## config.mk

```make
export PLATFORM = sky130hd
export DESIGN_NAME = bcrd_top
export DESIGN_NICKNAME = d
export VERILOG_FILES = /design/src/design/bcrd_pkg.sv /design/src/design/bcrd_fifo_if.sv /design/src/design/bcrd_fifo.sv /design/src/design/bcrd_top.sv
export SDC_FILE = /design/constraint.sdc
export NUM_CORES = 1
export LEC_CHECK = 0
export ABC_AREA = 1
export BUFFER_PORTS_ARGS = -buffer_cell sky130_fd_sc_hd__buf_2
export CAP_MARGIN = 40
export CORE_MARGIN = 2
export CORE_UTILIZATION = 39
export DETAILED_ROUTE_END_ITERATION = 8
export HOLD_SLACK_MARGIN = 0.08
export PLACE_DENSITY = 0.6
export SYNTH_ARGS = -nofsm -noshare
export SYNTH_HDL_FRONTEND = slang
export SYNTH_SLANG_ARGS = --single-unit
```

## constraint.sdc

```tcl
create_clock -name I_CLK -period 8.29 [get_ports I_CLK]
set_clock_uncertainty 0.2 [all_clocks]
set_input_delay 0.829 -clock I_CLK [delete_from_list [all_inputs] [get_ports I_CLK]]
set_output_delay 0.829 -clock I_CLK [all_outputs]
set_load 0.02 [all_outputs]
```

## src/design/bcrd_pkg.sv

```systemverilog
// Constants, field layout and types of the block-transfer command and raster-op decoder
// Summary of operation
// - Read transfer halts fetching on full result FIFO, resumes below 14 entries
// - Read transfer never tops the FIFO up; it only pauses while host drains
// - Command register: raster-op code in bits 19-16, operation selector in 3-0
// - Raster-op code bits 2-0 give color-expansion start bit within source byte
// - Result bit equals code bit indexed by two times source plus destination
// - Pattern fill uses same sixteen functions, pattern pixel replacing source pixel
// - Selector 0-3: write, read, positive move, negative move; above 1100 reserved
// - Selector 4-12: transparent/pattern/expansion variants, then solid fill
// - Source start address is 21 bits in bits 20-0 of its register
// - Host-sourced pixels use only address bit 0, byte alignment in 16-bit word
// - At 8 bpp: base bits 20:6, line bits 5:3, pixel bits 2:0
// - At 16 bpp: base bits 20:7, line bits 6:4, pixel bits 3:0
// - Color-format bit: clear means 8 bpp, set means 16 bpp
// - Writing one to write-only enable starts; clearing it mid-operation is ignored
package bcrd_pkg;
    localparam int ADDR_W = 17;
    localparam int DATA_W = 32;
    localparam int PIX_W  = 16;
    localparam int SRC_W  = 21;

    localparam logic [16:0] OFF_CTRL = 17'h08000;
    localparam logic [16:0] OFF_STAT = 17'h08004;
    localparam logic [16:0] OFF_CMD  = 17'h08008;
    localparam logic [16:0] OFF_SRC  = 17'h0800C;
    localparam logic [16:0] OFF_DATA = 17'h10000;

    localparam logic [31:0] CMD_RST  = 32'h00000000;
    localparam logic [31:0] SRC_RST  = 32'h00000000;

    localparam int CTRL_EN_BIT  = 0;
    localparam int CTRL_FMT_BIT = 18;
    localparam int CMD_ROP_LSB  = 16;
    localparam int CMD_OP_LSB   = 0;
    localparam int STAT_BUSY    = 0;
    localparam int STAT_FULL    = 4;
    localparam int STAT_HALF    = 5;
    localparam int STAT_NEMPTY  = 6;
    localparam int STAT_FREE_LSB = 16;
    localparam int STAT_USED_LSB = 24;

    localparam int P8_BASE_LSB  = 6;
    localparam int P8_LINE_LSB  = 3;
    localparam int P16_BASE_LSB = 7;
    localparam int P16_LINE_LSB = 4;

    localparam int FIFO_DEPTH  = 16;
    localparam int FIFO_RESUME = 14;

    localparam logic [3:0] OPC_WRITE_ROP  = 4'h0;
    localparam logic [3:0] OPC_READ       = 4'h1;
    localparam logic [3:0] OPC_MOVE_POS   = 4'h2;
    localparam logic [3:0] OPC_MOVE_NEG   = 4'h3;
    localparam logic [3:0] OPC_TWRITE     = 4'h4;
    localparam logic [3:0] OPC_TMOVE_POS  = 4'h5;
    localparam logic [3:0] OPC_PAT_ROP    = 4'h6;
    localparam logic [3:0] OPC_PAT_TRANS  = 4'h7;
    localparam logic [3:0] OPC_CEXP       = 4'h8;
    localparam logic [3:0] OPC_CEXP_T     = 4'h9;
    localparam logic [3:0] OPC_MOVE_CEXP  = 4'hA;
    localparam logic [3:0] OPC_MOVE_CEXPT = 4'hB;
    localparam logic [3:0] OPC_SOLID      = 4'hC;

    typedef enum logic [1:0] {
        ST_IDLE,
        ST_RUN,
        ST_PAUSE
    } bcrd_fetch_e;
endpackage

```

## src/design/bcrd_fifo_if.sv

```systemverilog
// Valid/ready carrier between the fetch path, the result FIFO and the host drain
`timescale 1ns/1ps
interface bcrd_fifo_if #(
    parameter int W     = 16,
    parameter int DEPTH = 16
);
    logic                       in_valid;
    logic                       in_ready;
    logic [W-1:0]               in_data;
    logic                       out_valid;
    logic                       out_ready;
    logic [W-1:0]               out_data;
    logic [$clog2(DEPTH+1)-1:0] count;

    modport store (input in_valid, in_data, out_ready, output in_ready, out_valid, out_data, count);
    modport user  (output in_valid, in_data, out_ready, input in_ready, out_valid, out_data, count);
endinterface

```

## src/design/bcrd_fifo.sv

```systemverilog
// Result FIFO with parameter width and depth and an occupancy count
`timescale 1ns/1ps
module bcrd_fifo #(
    parameter int W     = 16,
    parameter int DEPTH = 16
) (
    input  wire logic   i_clk,
    input  wire logic   i_nrst,
    input  wire logic   i_ce,
    bcrd_fifo_if.store  fif
);
    localparam int AW = $clog2(DEPTH);
    localparam int CW = $clog2(DEPTH+1);

    logic [W-1:0]  mem [DEPTH];
    logic [AW-1:0] wptr_ff;
    logic [AW-1:0] rptr_ff;
    logic [CW-1:0] count_ff;
    logic          push;
    logic          pop;

    assign fif.in_ready  = (count_ff != CW'(DEPTH));
    assign fif.out_valid = (count_ff != '0);
    // Head word is held in the array flops; the top registers it onto the bus
    assign fif.out_data  = mem[rptr_ff];
    assign fif.count     = count_ff;
    assign push = i_ce && fif.in_valid && fif.in_ready;
    assign pop  = i_ce && fif.out_ready && fif.out_valid;

    always_ff @(posedge i_clk) begin
        if (push) begin
            mem[wptr_ff] <= fif.in_data;
        end
    end

    always_ff @(posedge i_clk or negedge i_nrst) begin
        if (!i_nrst) begin
            wptr_ff <= '0;
            rptr_ff <= '0;
        end else begin
            if (push) begin
                wptr_ff <= (wptr_ff == AW'(DEPTH-1)) ? '0 : wptr_ff + 1'b1;
            end
            if (pop) begin
                rptr_ff <= (rptr_ff == AW'(DEPTH-1)) ? '0 : rptr_ff + 1'b1;
            end
        end
    end

    always_ff @(posedge i_clk or negedge i_nrst) begin
        if (!i_nrst) begin
            count_ff <= '0;
        end else if (push && !pop) begin
            count_ff <= count_ff + 1'b1;
        end else if (pop && !push) begin
            count_ff <= count_ff - 1'b1;
        end
    end
endmodule

```

## src/design/bcrd_top.sv

```systemverilog
// Block-transfer command register, raster-op datapath, source address split and read-fetch throttle
`timescale 1ns/1ps
module bcrd_top #(
    parameter int FIFO_DEPTH  = bcrd_pkg::FIFO_DEPTH,
    parameter int FIFO_RESUME = bcrd_pkg::FIFO_RESUME
) (
    input  wire logic        I_CLK,
    input  wire logic        I_NRST,
    input  wire logic        I_CE,
    input  wire logic [16:0] I_ADDR,
    input  wire logic [31:0] I_WDATA,
    input  wire logic        I_WR,
    input  wire logic        I_RD,
    output logic      [31:0] O_RDATA,
    input  wire logic [15:0] I_SRC_PIX,
    input  wire logic [15:0] I_DST_PIX,
    input  wire logic [15:0] I_PAT_PIX,
    input  wire logic        I_PIX_VALID,
    output logic      [15:0] O_RES_PIX,
    output logic             O_RES_VALID,
    input  wire logic [15:0] I_MEM_DATA,
    input  wire logic        I_MEM_VALID,
    output logic             O_FETCH_EN,
    input  wire logic        I_OP_DONE,
    output logic             O_START,
    output logic             O_BUSY,
    output logic      [3:0]  O_OP_CODE,
    output logic             O_OP_RESERVED,
    output logic             O_COLOR16,
    output logic      [2:0]  O_CE_START_BIT,
    output logic      [20:0] O_SRC_ADDR,
    output logic             O_HOST_ALIGN,
    output logic      [14:0] O_PAT_BASE,
    output logic      [2:0]  O_PAT_LINE,
    output logic      [3:0]  O_PAT_PIX
);
    localparam int CW = $clog2(FIFO_DEPTH+1);

    // Bit i of the result is code bit {a[i], d[i]}; a is source or pattern
    function automatic logic [15:0] rop_apply(input logic [3:0] code, input logic [15:0] a,
                                              input logic [15:0] d, input logic wide);
        logic [15:0] r;
        r = '0;
        for (int i = 0; i < 16; i++) begin
            r[i] = code[{a[i], d[i]}];
        end
        return wide ? r : {8'h00, r[7:0]};
    endfunction

    function automatic logic is_pattern(input logic [3:0] op);
        return (op == bcrd_pkg::OPC_PAT_ROP) || (op == bcrd_pkg::OPC_PAT_TRANS);
    endfunction

    logic [31:0]              cmd_ff;
    logic [20:0]              src_ff;
    logic                     fmt16_ff;
    logic                     busy_ff;
    logic                     start_ff;
    logic [31:0]              rdata_ff;
    logic [15:0]              res_ff;
    logic                     res_vld_ff;
    logic                     fetch_en_ff;
    bcrd_pkg::bcrd_fetch_e    st_ff;
    bcrd_pkg::bcrd_fetch_e    nxt_st;
    logic [3:0]               op_ff;
    logic                     opres_ff;
    logic [2:0]               cestart_ff;
    logic [20:0]              srcaddr_ff;
    logic                     align_ff;
    logic [14:0]              pbase_ff;
    logic [2:0]               pline_ff;
    logic [3:0]               ppix_ff;

    logic                     wr_ctrl;
    logic                     wr_cmd;
    logic                     wr_src;
    logic                     rd_data;
    logic                     is_read;
    logic [3:0]               rop_code;
    logic [3:0]               op_sel;
    logic [CW-1:0]            fcount;

    bcrd_fifo_if #(.W(16), .DEPTH(FIFO_DEPTH)) fif ();

    bcrd_fifo #(.W(16), .DEPTH(FIFO_DEPTH)) u_fifo (
        .i_clk  (I_CLK),
        .i_nrst (I_NRST),
        .i_ce   (I_CE),
        .fif    (fif)
    );

    assign rop_code = cmd_ff[bcrd_pkg::CMD_ROP_LSB +: 4];
    assign op_sel   = cmd_ff[bcrd_pkg::CMD_OP_LSB +: 4];
    assign is_read  = (op_sel == bcrd_pkg::OPC_READ);
    assign fcount   = fif.count;
    assign wr_ctrl  = I_CE && I_WR && (I_ADDR == bcrd_pkg::OFF_CTRL);
    assign wr_cmd   = I_CE && I_WR && (I_ADDR == bcrd_pkg::OFF_CMD);
    assign wr_src   = I_CE && I_WR && (I_ADDR == bcrd_pkg::OFF_SRC);
    assign rd_data  = I_CE && I_RD && (I_ADDR == bcrd_pkg::OFF_DATA);

    // Memory words enter only while fetch is granted; in_ready still guards the lag cycle
    assign fif.in_valid  = I_MEM_VALID && fetch_en_ff && busy_ff && is_read;
    assign fif.in_data   = I_MEM_DATA;
    assign fif.out_ready = rd_data;

    // Register writes
    always_ff @(posedge I_CLK or negedge I_NRST) begin
        if (!I_NRST) begin
            cmd_ff   <= bcrd_pkg::CMD_RST;
            src_ff   <= bcrd_pkg::SRC_RST[20:0];
            fmt16_ff <= 1'b0;
        end else begin
            if (wr_cmd) begin
                cmd_ff <= {12'h000, I_WDATA[bcrd_pkg::CMD_ROP_LSB +: 4], 12'h000,
                           I_WDATA[bcrd_pkg::CMD_OP_LSB +: 4]};
            end
            if (wr_src) begin
                src_ff <= I_WDATA[bcrd_pkg::SRC_W-1:0];
            end
            if (wr_ctrl) begin
                fmt16_ff <= I_WDATA[bcrd_pkg::CTRL_FMT_BIT];
            end
        end
    end

    // Busy is ended by the engine; a zero written to enable mid-operation has no effect
    always_ff @(posedge I_CLK or negedge I_NRST) begin
        if (!I_NRST) begin
            busy_ff  <= 1'b0;
            start_ff <= 1'b0;
        end else if (I_CE) begin
            start_ff <= wr_ctrl && I_WDATA[bcrd_pkg::CTRL_EN_BIT] && !busy_ff;
            if (wr_ctrl && I_WDATA[bcrd_pkg::CTRL_EN_BIT] && !busy_ff) begin
                busy_ff <= 1'b1;
            end else if (I_OP_DONE) begin
                busy_ff <= 1'b0;
            end
        end
    end

    // Read-transfer throttle: no refill target, only a full stop and a resume level
    always_comb begin
        nxt_st = st_ff;
        case (st_ff)
            bcrd_pkg::ST_IDLE: begin
                // A read started on a FIFO left full must not fetch until it drains below the resume level
                if (busy_ff && is_read && fcount == CW'(FIFO_DEPTH)) begin
                    nxt_st = bcrd_pkg::ST_PAUSE;
                end else if (busy_ff && is_read) begin
                    nxt_st = bcrd_pkg::ST_RUN;
                end
            end
            bcrd_pkg::ST_RUN: begin
                if (!busy_ff || I_OP_DONE) begin
                    nxt_st = bcrd_pkg::ST_IDLE;
                end else if (fcount == CW'(FIFO_DEPTH)) begin
                    nxt_st = bcrd_pkg::ST_PAUSE;
                end
            end
            bcrd_pkg::ST_PAUSE: begin
                if (!busy_ff || I_OP_DONE) begin
                    nxt_st = bcrd_pkg::ST_IDLE;
                end else if (fcount < CW'(FIFO_RESUME)) begin
                    nxt_st = bcrd_pkg::ST_RUN;
                end
            end
            default: begin
                nxt_st = bcrd_pkg::ST_IDLE;
            end
        endcase
    end

    always_ff @(posedge I_CLK or negedge I_NRST) begin
        if (!I_NRST) begin
            st_ff       <= bcrd_pkg::ST_IDLE;
            fetch_en_ff <= 1'b0;
        end else if (I_CE) begin
            st_ff       <= nxt_st;
            fetch_en_ff <= (nxt_st == bcrd_pkg::ST_RUN);
        end
    end

    // Pixel datapath, one cycle of latency
    always_ff @(posedge I_CLK or negedge I_NRST) begin
        if (!I_NRST) begin
            res_ff     <= '0;
            res_vld_ff <= 1'b0;
        end else if (I_CE) begin
            res_vld_ff <= I_PIX_VALID;
            if (I_PIX_VALID) begin
                res_ff <= rop_apply(rop_code, is_pattern(op_sel) ? I_PAT_PIX : I_SRC_PIX,
                                    I_DST_PIX, fmt16_ff);
            end
        end
    end

    // Decoded command and source address views
    always_ff @(posedge I_CLK or negedge I_NRST) begin
        if (!I_NRST) begin
            op_ff      <= '0;
            opres_ff   <= 1'b0;
            cestart_ff <= '0;
            srcaddr_ff <= '0;
            align_ff   <= 1'b0;
            pbase_ff   <= '0;
            pline_ff   <= '0;
            ppix_ff    <= '0;
        end else if (I_CE) begin
            op_ff      <= op_sel;
            opres_ff   <= (op_sel > bcrd_pkg::OPC_SOLID);
            cestart_ff <= rop_code[2:0];
            srcaddr_ff <= src_ff;
            align_ff   <= src_ff[0];
            if (fmt16_ff) begin
                pbase_ff <= {1'b0, src_ff[20:bcrd_pkg::P16_BASE_LSB]};
                pline_ff <= src_ff[bcrd_pkg::P16_LINE_LSB +: 3];
                ppix_ff  <= src_ff[3:0];
            end else begin
                pbase_ff <= src_ff[20:bcrd_pkg::P8_BASE_LSB];
                pline_ff <= src_ff[bcrd_pkg::P8_LINE_LSB +: 3];
                ppix_ff  <= {1'b0, src_ff[2:0]};
            end
        end
    end

    // Read port; unmapped addresses and an empty data port answer zero
    always_ff @(posedge I_CLK or negedge I_NRST) begin
        if (!I_NRST) begin
            rdata_ff <= '0;
        end else if (I_CE && I_RD) begin
            if (I_ADDR == bcrd_pkg::OFF_CTRL) begin
                rdata_ff <= 32'(fmt16_ff) << bcrd_pkg::CTRL_FMT_BIT;
            end else if (I_ADDR == bcrd_pkg::OFF_STAT) begin
                rdata_ff <= (32'(busy_ff) << bcrd_pkg::STAT_BUSY)
                          | (32'(fcount == CW'(FIFO_DEPTH)) << bcrd_pkg::STAT_FULL)
                          | (32'(fcount >= CW'(FIFO_DEPTH/2)) << bcrd_pkg::STAT_HALF)
                          | (32'(fcount != '0) << bcrd_pkg::STAT_NEMPTY)
                          | (32'(5'(FIFO_DEPTH - int'(fcount))) << bcrd_pkg::STAT_FREE_LSB)
                          | (32'(5'(fcount)) << bcrd_pkg::STAT_USED_LSB);
            end else if (I_ADDR == bcrd_pkg::OFF_CMD) begin
                rdata_ff <= cmd_ff;
            end else if (I_ADDR == bcrd_pkg::OFF_SRC) begin
                rdata_ff <= {11'h000, src_ff};
            end else if (I_ADDR == bcrd_pkg::OFF_DATA) begin
                rdata_ff <= fif.out_valid ? {16'h0000, fif.out_data} : 32'h00000000;
            end else begin
                rdata_ff <= 32'h00000000;
            end
        end
    end

    assign O_RDATA        = rdata_ff;
    assign O_RES_PIX      = res_ff;
    assign O_RES_VALID    = res_vld_ff;
    assign O_FETCH_EN     = fetch_en_ff;
    assign O_START        = start_ff;
    assign O_BUSY         = busy_ff;
    assign O_OP_CODE      = op_ff;
    assign O_OP_RESERVED  = opres_ff;
    assign O_COLOR16      = fmt16_ff;
    assign O_CE_START_BIT = cestart_ff;
    assign O_SRC_ADDR     = srcaddr_ff;
    assign O_HOST_ALIGN   = align_ff;
    assign O_PAT_BASE     = pbase_ff;
    assign O_PAT_LINE     = pline_ff;
    assign O_PAT_PIX      = ppix_ff;
endmodule

```

# ---- Yosys cells after proc, flatten, opt, wreduce, memory -nomap -nowiden
# Memory sizes are Yosys's and may differ from the RTL's.
# Cells that the tools add are included.
dict set report classes {
  bitwise_logic 5
  order_cmp 19
  n_eq_ne 15
  addsub 5
  n_mux 58
  n_reduce_logical 30
}
# op n
set op_table {}
lappend op_table {{== test 17 x 16 -> 1 bit (second input constant)} 4}
lappend op_table {{two-way mux 16 bit} 4}
lappend op_table {{two-way mux 32 bit} 2}
lappend op_table {{less-than comparator 2 x 3 -> 1 bit (second input constant)} 16}
lappend op_table {{two-way mux 21 bit} 2}
lappend op_table {{binary-select mux 1 bit (select 2 bit)} 16}
lappend op_table {{bitwise OR 32 x 29 -> 32 bit} 1}
lappend op_table {{bitwise OR 7 x 32 -> 32 bit} 1}
lappend op_table {{two-way mux 1 bit} 20}
lappend op_table {{logical AND 1 bit} 19}
lappend op_table {{== test 17 bit (second input constant)} 1}
lappend op_table {{two-way mux 15 bit} 1}
lappend op_table {{two-way mux 2 bit} 6}
lappend op_table {{two-way mux 4 bit} 3}
lappend op_table {{two-way mux 5 bit} 2}
lappend op_table {{adder 4 x 1 -> 4 bit (second input constant)} 2}
lappend op_table {{== test 4 x 3 -> 1 bit (second input constant)} 2}
lappend op_table {{== test 4 bit (second input constant)} 2}
lappend op_table {{bitwise OR 6 x 7 -> 7 bit} 1}
lappend op_table {{bitwise OR 5 x 6 -> 6 bit} 1}
lappend op_table {{case mux 2 bit (3 select lines)} 1}
lappend op_table {{adder 5 x 1 -> 5 bit (second input constant)} 1}
lappend op_table {{== test 5 bit (second input constant)} 1}
lappend op_table {{greater-or-equal comparator 5 x 4 -> 1 bit (second input constant)} 1}
lappend op_table {{other kinds (16)} 22}
dict set report word_totals {
  in_bits 121
  ram_bits 256
  register_bits 149
  mem_count 1
}
# name words width rd rd_ports_with_merged_regs write_ports line_no
set memory_table {}
lappend memory_table {u_fifo.mem 16 16 1 0 1 bcrd_fifo.sv:15} ;# logic [W-1:0] mem [DEPTH];

# ---- Depth between registers and ports, before layout
dict set report depth {
  ltp_word 9
  mapped_depth 19
  mapped_depth_nobuf 19
}

# ---- Modules after synthesis
# From an unflattened synthesis, not the netlist that was laid out.
dict set report unflattened {
  hier_cells 2025
  area_unflattened_um2 18562.8
}
# mod area_per_inst_um2 cells_per_inst seq_area_each_um2 instances
set modules_own_cells {}
lappend modules_own_cells {bcrd_fifo 11996.5 1154 8012.7 1}
lappend modules_own_cells {bcrd_top 6566.3 871 3178.0 1}

# ---- Worst setup path before layout
# No wires, ideal clock.
dict set report synth_path {
  path_kind {reg-to-reg}
  from {register u_fifo.count_ff[0], in the netlist u_fifo.fif.count[0]}
  to {register u_fifo.count_ff[4], in the netlist u_fifo.fif.count[4]}
  setup_time_ps 124
  slack_ps 5195
  n_path_buf 0
  period_less_slack_ps 3095
  arrival_ps 2771
  path_stages_with_launch 19
  path_cell_list {dfrtp_1 > inv_1 > ha_1 > nand3_1 > inv_1 > ha_1 > nor3_2 > nand3_2 > nor2_8 > nand2_4 > ha_1 > fa_1 > inv_1 > nand2_1 > a21oi_1 > nor2_1 > nand2_1 > nand3_1 > xor2_1}
}
dict set report synth_via {
  elab_chain_cells 5
}
# item line_no
set synth_lines {}
lappend synth_lines {{from (decl)} bcrd_fifo.sv:18} ;# logic [CW-1:0] count_ff;
lappend synth_lines {{from (signal assigned)} bcrd_fifo.sv:54} ;# count_ff <= count_ff + 1'b1;
lappend synth_lines {{from (signal assigned)} bcrd_fifo.sv:56} ;# count_ff <= count_ff - 1'b1;
lappend synth_lines {{branches (longest 5 deep; another with subtractor 5 x 1 -> 5 bit)} --}
# Parallel ways; which one is timed is not known. The select of a mux whose other input is x is not followed.
# A chain may end at the register's enable or synchronous reset.

# ---- Worst setup path in the final report
# Ends and elaborated chain as after synthesis.

==> impl_results.md <==
- First-pass GRT wire length: roughly 75000 microns
- Vias in the first global route: approximately 13000
- Die height: ~220 microns
- Synthesized area: roughly 18000 sq um
- Setup Fix Bufs, Post-CTS: 0
- Area grow syn2layout: 16.7%
- Commonest non-fill, non-tap cells in the layout: nand2_1 (600), edfxtp_1 (256), nand3_1 (220), buf_2 (213), inv_1 (209)
- Placer Congestion: 0.829
- Root Buffer: clkbuf_16
- WP data arrival: 3.79 ns
- Post-CTS Resized: 0
- Fmax: about 280 MHz
- Startpoint Class: register
- Router iterations before antenna repair: 5
- Row count: 79
- Die X-Extent: approximately 220 microns
- CP max FO: 18
- Setup CP Type: reg -> reg
- Syn Nets: about 2100
- Core area: approximately 46000 sq um
- Total gr overflow: 0
- P_leak: ~10 nW
- Worst-Skew Late Latency: 0.58 ns
- Post-route minimum period: 3.55 ns
- Layout Nets: ~2300
- Top Ports: around 230
- # port buffers: 214
- Max-slew violations: 0
- Max IR drop VDD: 175 uV
- Critical Path RT: between 8 and 9 ns
- HP Class: reg -> reg
- Post-DP HPWL: between 30000 and 40000 microns
- CP Capture Type: register
- Fin cells: ~2800
- Most common cell after layout, fill and taps aside: nand2_1
- Clk sinks: ~400
- Initial antenna violation count: 1
- GRT Util Overall: 20.0%
- Fin. Hold Viols: 0
- Final ANT Viol Nets: 0
- Pwr dens: between 150 and 200 nW/um^2
- Initial Utilization: approximately 39%
- Via Count: around 14000
- Placed instance count: ~2700
- Unrepaired setup endpoints after global routing: false
- Htree depth: 2
- CTS tree: yes
- Largest net degree at the start of global routing: between 80 and 90
- Synthesized flop and latch total: 396
- Max-cap violations: 0
- Post-synthesis sequential area ratio: just over 60%
- Relative slew slack: around two fifths
- Period utilization: a little over two fifths
- # diodes: 0
- Post-synthesis instance total: approximately 2000
- Vias per inst: between 4 and 5
- Run status: finished clean
- Fin Setup TNS: 0 ns
- Fraction of layout cells with a size suffix above 1: about 17%
- Clock-pin slew on the worst setup and hold paths: 0.06 ns
- Synth Warn #: 0
- CTS buffer count: 44
- Starting DRC count in detailed routing: roughly 1400
- Post-DR wirelength/cell: approximately 18 microns
- Die area: roughly 49000 sq um
- Drc violations: 0
- Avg Cell Area, Syn: ~9.4 sq um
- Final setup vio count: 0
- Synth unique cells: 45
- Clock buffer depth: 3
- WL final: between 40000 and 50000 microns
- Worst-Margin Slew: around 0.88 ns
[layout make-up]
type | instances | area, sq um
fill | 4403 | 25100
sequential | 396 | 11200
multi-input combinational | 1229 | 5750
timing repair buffer | 251 | 1410
clock buffer | 60 | 1190
inverter | 223 | 840
tap | 607 | 759
clock inverter | 21 | 219
[critical path: stages, from the launching register on]
cell	delay, ns
dfrtp_1	0.42
inv_1	0.13
ha_1	0.25
nand3_1	0.11
inv_1	0.07
ha_1	0.22
nor3_2	0.20
nand3_2	0.15
nor2_8	0.31
nand2_4	0.09
ha_1	0.26
fa_1	0.41
inv_1	0.07
nand2_1	0.05
a21oi_1	0.16
nor2_1	0.06
nand2_1	0.05
nand3_1	0.08
xor2_1	0.15
[power breakdown]
group,switching [mW],internal [mW]
Clock,0.802,1.11
Combinational,0.102,0.0445
Sequential,0.00565,2.12
Total,0.910,3.27
[cell families after synthesis]
group | count (synthesis) | share of synthesized area, %
AND/OR/NAND/NOR | 1020 | 24.1
flip-flops | 396 | 61.1
buffers and inverters | 323 | 7.50
AO/OA/AOI/OAI | 187 | 5.85
adder cells (fa/ha/maj) | 15 | 1.07
XOR/XNOR | 7 | 0.335
[synth_stat cells (all sizes together)]
master	number	share of area, %
nand3	231	6.7
nand4	10	0.34
ha	14	0.96
o31ai	1	0.041
a21o	1	0.041
edfxtp	256	42
a32o	1	0.055
o221ai	3	0.14
nor3b	1	0.041
nand3b	1	0.041
clkinv	6	0.13
xor2	5	0.24
buf	62	2.1
o21ai	136	3.9
clkbuf	38	0.78
o21a	8	0.33
fa	1	0.11
o211ai	25	1.0
nor3	5	0.16
or2	15	0.51
nor4	1	0.034
inv	217	4.4
dfrtp	140	19
xnor2	2	0.096
nor2	147	3.5
a31oi	1	0.034
nand2	609	13
a21oi	11	0.30
[metal layers]
metal	vias up	GRT usage, %	wire length, microns
li1	6740	-	-
met1	6641	26.8	21500
met2	430	32.2	22700
met3	102	4.01	3210
met4	2	6.98	1640
met5	-	0	12
[final timing paths]
kind / cells after the start / end / from / slack (ns)
min in group asynchronous: 2 / O_RES_PIX[5] / I_NRST / 0.60
max reg2reg: 18 / u_fifo.fif.count[4] / u_fifo.fif.count[0] / 4.74
max: 18 / u_fifo.fif.count[4] / u_fifo.fif.count[0] / 4.74
min: 2 / O_SRC_ADDR[4] / O_SRC_ADDR[4] / 0.27
min reg2reg: 2 / O_SRC_ADDR[4] / O_SRC_ADDR[4] / 0.27
max in group asynchronous: 4 / O_RDATA[9] / I_NRST / 6.11
[flip-flops by register name (all words and copies together) (netlist names), 5 cells and up]
name              count
u_fifo.fif.count      5
O_RES_PIX            16
u_fifo.mem          256
O_RDATA              27
O_SRC_ADDR           21
O_PAT_BASE           15
src_ff               21
cmd_ff                8
[through the flow]
step                      utilization [%]  area [sq um]  setup slack, ns  total power [mW]  hold slack, ns
after CTS                            46.0         21400             4.72              4.22           0.254
after detailed placement             42.9         19900             4.50              2.31           0.255
final                                46.0         21400             4.74              4.18           0.267
after global placement               42.7         19800             4.47              2.30           0.251
after floorplan                         -         18300             5.20              2.22           0.253
after global routing                 46.0         21400             4.43              4.32           0.281
[timing repair]
action	in CTS	in global routing
hold endpoints to repair	61	0
hold buffers	1	0
endpoints found under the setup margin	0	0
Note: power is estimated with default switching activity, not from simulation.
